$ cat src/hdl/pll_status_pkg.sv
package pll_status_pkg;
  // Register offsets on the plain register port
  localparam logic [7:0] ADDR_LOCK_STATUS = 8'hc4;
  localparam logic [7:0] ADDR_IRQ_ENABLE = 8'hc5;
  localparam logic [7:0] ADDR_POWER_STATUS = 8'hc6;
  localparam logic [7:0] ADDR_EVENT_STATUS = 8'hc8;
  localparam logic [7:0] ADDR_EVENT_MASK = 8'hc9;
  // Reset values
  localparam logic [7:0] IRQ_ENABLE_RST = 8'h80;
  localparam logic [7:0] EVENT_MASK_RST = 8'h00;
  localparam logic [7:0] ZERO8 = 8'h00;
  // Status bit positions
  localparam int BIT_CLK_READY = 7;
  localparam int BIT_RF_HI = 6;
  localparam int BIT_RF_LO = 5;
  localparam int BIT_IF_HI = 4;
  localparam int BIT_IF_LO = 3;
  localparam int BIT_BOTH_LOCK = 2;
  localparam int BIT_IF_LOCK = 1;
  localparam int BIT_RF_LOCK = 0;
  localparam int NUM_DOMAINS = 4;
  // Power-ready settle delay
  localparam int POWER_DELAY_NS = 15000;
  localparam int CLK_PERIOD_NS = 10;
  localparam int POWER_DELAY_CYC =
    (POWER_DELAY_NS + CLK_PERIOD_NS - 1) / CLK_PERIOD_NS;
  localparam int PWR_CNT_W = 11;
  localparam logic [PWR_CNT_W-1:0] PWR_CNT_ZERO = '0;
  localparam logic [PWR_CNT_W-1:0] PWR_CNT_ONE = 11'h001;
endpackage : pll_status_pkg

$ cat src/hdl/pll_status_interrupt_logic.sv
// Strobed register access was decided locally.
module pll_status_interrupt_logic
  import pll_status_pkg::*;
(
  input wire logic i_clk,
  input wire logic i_rst_n,
  input wire logic [7:0] i_addr,
  input wire logic [7:0] i_wdata,
  input wire logic i_wr,
  input wire logic i_rd,
  output logic [7:0] o_rdata,
  input wire logic i_clk_ready,
  input wire logic i_rf_tune_hi,
  input wire logic i_rf_tune_lo,
  input wire logic i_if_tune_hi,
  input wire logic i_if_tune_lo,
  input wire logic i_if_lock,
  input wire logic i_rf_lock,
  input wire logic i_if_pll_en,
  input wire logic i_rf_pll_en,
  input wire logic [3:0] i_domain_en,
  input wire logic [3:0] i_bandgap_ok,
  output logic o_interrupt_out_n,
  output logic o_irq
);

  ////////////////////////////////////////////////////////////////////////////
  // Pin synchronisers: two flops per asynchronous input
  localparam int NSYNC = 13;
  logic [NSYNC-1:0] raw_in;
  logic [NSYNC-1:0] sync1_q;
  logic [NSYNC-1:0] sync2_q;

  // Pin bundle, most significant first
  assign raw_in = {
    i_bandgap_ok,
    i_if_pll_en,
    i_rf_pll_en,
    i_clk_ready,
    i_rf_tune_hi,
    i_rf_tune_lo,
    i_if_tune_hi,
    i_if_tune_lo,
    i_if_lock,
    i_rf_lock
  };

  // Two-stage synchroniser chain
  always_ff @(posedge i_clk) begin
    if (!i_rst_n) begin
      sync1_q <= '0;
      sync2_q <= '0;
    end else begin
      sync1_q <= raw_in;
      sync2_q <= sync1_q;
    end
  end

  // Synchronised levels; nothing reads the first stage
  logic [3:0] bandgap_s;
  logic if_en_s;
  logic rf_en_s;
  logic clk_rdy_s;
  logic rf_hi_s;
  logic rf_lo_s;
  logic if_hi_s;
  logic if_lo_s;
  logic if_lock_s;
  logic rf_lock_s;

  // Unpack in the same order as the pin bundle
  assign {
    bandgap_s,
    if_en_s,
    rf_en_s,
    clk_rdy_s,
    rf_hi_s,
    rf_lo_s,
    if_hi_s,
    if_lo_s,
    if_lock_s,
    rf_lock_s
  } = sync2_q;

  ////////////////////////////////////////////////////////////////////////////
  // Register port decode
  function automatic logic hit(input logic [7:0] a, input logic [7:0] off);
    hit = (a == off);
  endfunction : hit

  // One-cycle strobes per register
  logic wr_enable;
  logic wr_mask;
  logic wr_evt;
  logic rd_status;
  assign wr_enable = i_wr && hit(i_addr, ADDR_IRQ_ENABLE);
  assign wr_mask = i_wr && hit(i_addr, ADDR_EVENT_MASK);
  assign wr_evt = i_wr && hit(i_addr, ADDR_EVENT_STATUS);
  assign rd_status = i_rd && hit(i_addr, ADDR_LOCK_STATUS);

  // Reference clock alive only while a PLL is enabled
  logic ref_on;
  assign ref_on = if_en_s || rf_en_s;

  ////////////////////////////////////////////////////////////////////////////
  // Interrupt enable register, write only
  logic [7:0] irq_en_q;
  always_ff @(posedge i_clk) begin
    if (!i_rst_n) begin
      irq_en_q <= IRQ_ENABLE_RST;
    end else if (wr_enable) begin
      irq_en_q <= i_wdata;
    end
  end

  ////////////////////////////////////////////////////////////////////////////
  // Live conditions and previous-cycle copies
  logic [7:0] live;
  logic [7:0] live_prev_q;
  logic [7:0] event_now;

  // Live view of every status source
  always_comb begin
    live = ZERO8;
    live[BIT_CLK_READY] = clk_rdy_s;
    live[BIT_RF_HI] = rf_hi_s;
    live[BIT_RF_LO] = rf_lo_s;
    live[BIT_IF_HI] = if_hi_s;
    live[BIT_IF_LO] = if_lo_s;
    live[BIT_BOTH_LOCK] = if_lock_s && rf_lock_s;
    live[BIT_IF_LOCK] = if_lock_s;
    live[BIT_RF_LOCK] = rf_lock_s;
  end

  // Previous levels for edge detection
  always_ff @(posedge i_clk) begin
    if (!i_rst_n) begin
      live_prev_q <= ZERO8;
    end else begin
      live_prev_q <= live;
    end
  end

  ////////////////////////////////////////////////////////////////////////////
  // Level drop between the previous and the current cycle
  function automatic logic went_low(input logic prev, input logic now);
    went_low = prev && !now;
  endfunction : went_low

  // Lock-loss edges, shared by the single and combined bits
  logic if_lock_fall;
  logic rf_lock_fall;
  logic lock_both_fall;
  assign if_lock_fall =
    went_low(live_prev_q[BIT_IF_LOCK], live[BIT_IF_LOCK]);
  assign rf_lock_fall =
    went_low(live_prev_q[BIT_RF_LOCK], live[BIT_RF_LOCK]);
  assign lock_both_fall = if_lock_fall || rf_lock_fall;

  // Per-bit event: rise for bits 7..3, fall for lock bits
  always_comb begin
    event_now = live & ~live_prev_q;
    event_now[BIT_BOTH_LOCK] = lock_both_fall;
    event_now[BIT_IF_LOCK] = if_lock_fall;
    event_now[BIT_RF_LOCK] = rf_lock_fall;
  end

  ////////////////////////////////////////////////////////////////////////////
  // Latched status bits; event set wins over read clear
  logic [7:0] latch_q;
  // Shared index for the per-bit and per-domain loops
  genvar gi;
  generate
    for (gi = 0; gi < 8; gi++) begin : g_latch
      // Clock loss or enable off empties the bit; set beats read
      always_ff @(posedge i_clk) begin
        if (!i_rst_n) begin
          latch_q[gi] <= 1'b0;
        end else if (!ref_on || !irq_en_q[gi]) begin
          latch_q[gi] <= 1'b0;
        end else if (event_now[gi]) begin
          latch_q[gi] <= 1'b1;
        end else if (rd_status) begin
          latch_q[gi] <= 1'b0;
        end
      end
    end
  endgenerate

  // Visible status: live when disabled, latched when enabled
  logic [7:0] live_part;
  logic [7:0] held_part;
  logic [7:0] status_view;
  assign live_part = live & ~irq_en_q;
  assign held_part = latch_q & irq_en_q;
  assign status_view = ref_on ? (live_part | held_part) : ZERO8;

  ////////////////////////////////////////////////////////////////////////////
  // Power-ready delay per domain; dropping the enable restarts it
  logic [3:0] pwr_ready_q;
  generate
    for (gi = 0; gi < NUM_DOMAINS; gi++) begin : g_pwr
      logic [PWR_CNT_W-1:0] cnt_q;
      logic settled;
      // Settled once the count has reached the full delay
      assign settled = (cnt_q == POWER_DELAY_CYC[PWR_CNT_W-1:0]);
      // Count while enabled, then follow the supply-good level
      always_ff @(posedge i_clk) begin
        if (!i_rst_n) begin
          cnt_q <= PWR_CNT_ZERO;
          pwr_ready_q[gi] <= 1'b0;
        end else if (!i_domain_en[gi]) begin
          cnt_q <= PWR_CNT_ZERO;
          pwr_ready_q[gi] <= 1'b0;
        end else if (!settled) begin
          cnt_q <= cnt_q + PWR_CNT_ONE;
          pwr_ready_q[gi] <= 1'b0;
        end else begin
          pwr_ready_q[gi] <= bandgap_s[gi];
        end
      end
    end
  endgenerate

  ////////////////////////////////////////////////////////////////////////////
  // Event status for the system interrupt, write one to clear
  logic [7:0] evt_q;
  logic [7:0] mask_q;
  logic [7:0] evt_clr;
  logic [7:0] evt_set;

  // Clear mask from the write, new events while the clock runs
  assign evt_clr = wr_evt ? i_wdata : ZERO8;
  assign evt_set = ref_on ? event_now : ZERO8;

  // Sticky event bits; a new event wins over a clear
  always_ff @(posedge i_clk) begin
    if (!i_rst_n) begin
      evt_q <= ZERO8;
    end else begin
      evt_q <= (evt_q & ~evt_clr) | evt_set;
    end
  end

  // Event mask register
  always_ff @(posedge i_clk) begin
    if (!i_rst_n) begin
      mask_q <= EVENT_MASK_RST;
    end else if (wr_mask) begin
      mask_q <= i_wdata;
    end
  end

  ////////////////////////////////////////////////////////////////////////////
  // Read mux for the addressed register; write-only reads zero
  logic [7:0] rd_value;
  always_comb begin
    rd_value = ZERO8;
    case (i_addr)
      ADDR_LOCK_STATUS: rd_value = status_view;
      ADDR_POWER_STATUS: rd_value = {4'h0, pwr_ready_q};
      ADDR_EVENT_STATUS: rd_value = evt_q;
      ADDR_EVENT_MASK: rd_value = mask_q;
      default: rd_value = ZERO8;
    endcase
  end

  // Read data, one cycle after the strobe, zero otherwise
  always_ff @(posedge i_clk) begin
    if (!i_rst_n) begin
      o_rdata <= ZERO8;
    end else if (i_rd) begin
      o_rdata <= rd_value;
    end else begin
      o_rdata <= ZERO8;
    end
  end

  // Interrupt outputs
  logic [7:0] irq_pending;
  assign irq_pending = latch_q & irq_en_q;
  assign o_interrupt_out_n = ~|irq_pending;
  assign o_irq = |(evt_q & mask_q);

endmodule : pll_status_interrupt_logic

$ cat config.mk
export PLATFORM = sky130hd
export DESIGN_NAME = pll_status_interrupt_logic
export DESIGN_NICKNAME = d
export VERILOG_FILES = /design/src/hdl/pll_status_pkg.sv /design/src/hdl/pll_status_interrupt_logic.sv
export SDC_FILE = /design/constraint.sdc
export NUM_CORES = 1
export LEC_CHECK = 0
export ABC_CLOCK_PERIOD_IN_PS = 1800
export BUFFER_PORTS_ARGS = -buffer_cell sky130_fd_sc_hd__buf_2
export CAP_MARGIN = 20
export CORE_ASPECT_RATIO = 0.7
export CORE_UTILIZATION = 49
export CTS_CLUSTER_DIAMETER = 200
export DETAILED_ROUTE_END_ITERATION = 7
export PLACE_DENSITY = 0.64
export SYNTH_ARGS = -nofsm -noshare
export SYNTH_HDL_FRONTEND = slang
export SYNTH_SLANG_ARGS = --single-unit
$ cat constraint.sdc
create_clock -name i_clk -period 1.8 [get_ports i_clk]
set_input_delay 0.18 -clock i_clk [delete_from_list [all_inputs] [get_ports i_clk]]
set_output_delay 0.18 -clock i_clk [all_outputs]
set_load 0.02 [all_outputs]
==> metrics.cfg <==
[run_status]
status=complete, no violations

[detailed_routing]
postRouteAntennaNets=0
viasPerCell=5.32
first_pass_iters=6
vias=3920
drt_iter0_markers=262
drcViolationCount=0
wl_per_cell_um=14.7
postRouteWirelength_um=10800

[synthesis]
async_flop_share_pct=0
synth-seq-area-share_pct=48.3
ys_ff_latch=121
syn-num-nets=569
syn_avg_cell_area_um2=9.58
synth_warnings=0
ys.flop_type=dfxtp_1
synth_cells=524
synth_cell_types=52
synth_edf_count=0
synth.cell_area_um2=5020

[sta]
finalHoldViolCount=0
tightest_slew_ns=0.630
fin_crit_sh_pct=91.2
relSlewSlack_pct=57.5
rsz0062_at_grt=no
clock_skew_ns=0.0144
setup_violations=0
final.setup.tns_ns=0
max_freq_mhz=609
period_minus_slack_ns=1.64
drv_slew=0

[critical_path]
r2r_slack_ns=0.16
reg2reg_to=g_pwr[3].cnt_q[1]
path_max_fanout=6
crit_end=g_pwr[3].cnt_q[1]
r2r-start=g_pwr[3].cnt_q[0]
crit_start=g_pwr[3].cnt_q[0]
rr_worst_depth=6
crit_type=reg2reg
crit_arrival_ns=1.93
cp.required_ns=2.09
worstSetupEndpointType=register
startpoint_type=register

[layout]
antennaDiodeCount=0
layout_commonest_cell=dfxtp_1
area_growth_syn_to_layout_pct=22.3
layout_common_cells=dfxtp_1, buf_2, nand2_1, and2_1, nor2_1
num-fill-cells=835
final_cells=737
drive_gt1_share_pct=17.4
nNetsFinal=642

[floorplanning]
die_w_um=123
die-height_um=86.7
coreArea_um2=9830
std_cell_rows=30
ios=47
die-area_um2=10700
start_util_pct=51.0

[min_path]
hold_path.class=in2reg

[pwr]
p_leak_nw=2.24
powerDensity_nw_per_um2=1020
ir_drop_v=0.000712

[place]
port_buffers=46
dp_hpwl_um=7520
place_inst=692
routabilityCongestion=0.879

[global_routing]
grt_pass1_vias=3541
grt_pass1_wl_um=17500
grt_max_degree=44
track_usage_pct=22.0
antenna_found_initial=0
grt-ovfl-total=0

[clock_network]
cts_buffer_depth=2
insertion_delay_ns=0.42
cts_buffers=17
post_cts_resized=0
cts_tree=yes
cts_sinks=121
root_buffer=clkbuf_16
clk_pin_slew_ns=0.05
h-tree-depth=4

[run]
maxCapViolCount=0

-- routing by layer --
metal,wire [um],track usage [%],up-vias
li1,-,-,2008
met1,5750,31.8,1808
met2,4280,29.5,93
met3,664,7.57,11
met4,131,8.54,0
met5,0,0,-
-- cells in the mapped netlist (all sizes together), types with 2 or more instances --
cell / count / area share, %
nand2: 40 / 3.0
a32oi: 3 / 0.52
nor2b: 26 / 3.2
nand2b: 3 / 0.37
nor3b: 9 / 1.3
o22a: 4 / 0.70
and4: 6 / 1.0
nand4b: 3 / 0.52
inv: 14 / 1.0
ha: 8 / 2.0
nor4bb: 3 / 0.60
o21ai: 9 / 0.90
nor4: 4 / 1.2
a31oi: 7 / 0.87
nor2: 36 / 2.7
nand4: 18 / 2.2
and3: 14 / 1.7
a21oi: 20 / 2.0
nand4bb: 2 / 0.45
nand3: 11 / 1.1
clkbuf: 15 / 1.1
dfxtp: 121 / 48
xor2: 7 / 1.2
a22oi: 6 / 0.90
a21o: 3 / 0.45
nor3: 15 / 1.5
a31o: 9 / 1.6
xnor2: 17 / 3.0
and2: 38 / 4.7
or3: 7 / 0.90
buf: 3 / 0.42
mux2i: 28 / 5.6
-- through the flow --
step	setup WS [ns]	instance area, um2	power (mW)	hold slack (ns)	utilization (%)
6_report	0.158	6140	6.28	0.0285	62.4
5_1_grt	0.00792	6140	6.50	0.0190	62.4
4_1_cts	0.162	6130	6.35	0.00822	62.3
3_5_place_dp	0.169	5420	3.02	0.390	55.1
3_3_place_gp	0.248	5420	3.02	0.386	55.1
2_1_floorplan	0.171	5020	2.92	0.306	-
-- flip-flops by register name, summed over array words and instances (netlist names) --
name / cells
latch_q: 8
sync2_q: 13
g_pwr.cnt_q: 44
irq_en_q: 8
o_rdata: 8
mask_q: 8
sync1_q: 13
pwr_ready_q: 4
evt_q: 8
live_prev_q: 7
-- where the power goes --
part	total (mW)	internal, mW	switching, mW
registers	2.75	2.73	0.0254
clock network	3.29	2.10	1.19
logic	0.240	0.112	0.129
-- worst min path at each step --
stage	startpoint	end	slack [ns]	cells after the start
2_1_floorplan	i_domain_en[0]	pwr_ready_q[0]	0.31	2
3_3_place_gp	i_rf_tune_hi	sync1_q[5]	0.39	2
3_5_place_dp	i_rf_tune_hi	sync1_q[5]	0.39	2
4_1_cts	i_domain_en[0]	pwr_ready_q[0]	0.008	3
5_1_grt	i_domain_en[0]	pwr_ready_q[0]	0.02	3
6_report	i_domain_en[0]	pwr_ready_q[0]	0.03	3
-- logic make-up after synthesis --
kind of cell | count (synthesis) | synth area share (%)
and+or+nand+nor | 238 | 27.3
DFF | 121 | 48.3
AOI/OAI and AO/OA | 72 | 9.85
buffers and inverters | 32 | 2.59
muxes | 29 | 5.81
xor gates and xnor gates | 24 | 4.19
adders and majority gates | 8 | 2.00
-- critical path: stages, from the launching register on --
cell      delay (ns)
dfxtp_1         0.33
inv_1           0.09
ha_1            0.14
nor4bb_1        0.35
and3_1          0.35
mux2i_1         0.21
nor2_1          0.05
-- layout make-up --
type	count	area [um2]	share of cell area (%)
Clock buffer	20	457	7.44
Clock inverter	11	123	2.00
Inverter	14	52.6	0.856
Multi-Input combinational cell	371	2460	40.2
Sequential cell	121	2420	39.5
Tap cell	128	160	2.61
Timing Repair Buffer	72	458	7.46
-- what timing repair did --
action | in CTS | in global routing
hold endpoints to repair | 13 | 0
setup buffers | 0 | 1
hold buffers | 13 | 0
setup endpoints to repair | 0 | 1
Note: power is estimated with default switching activity, not from simulation.
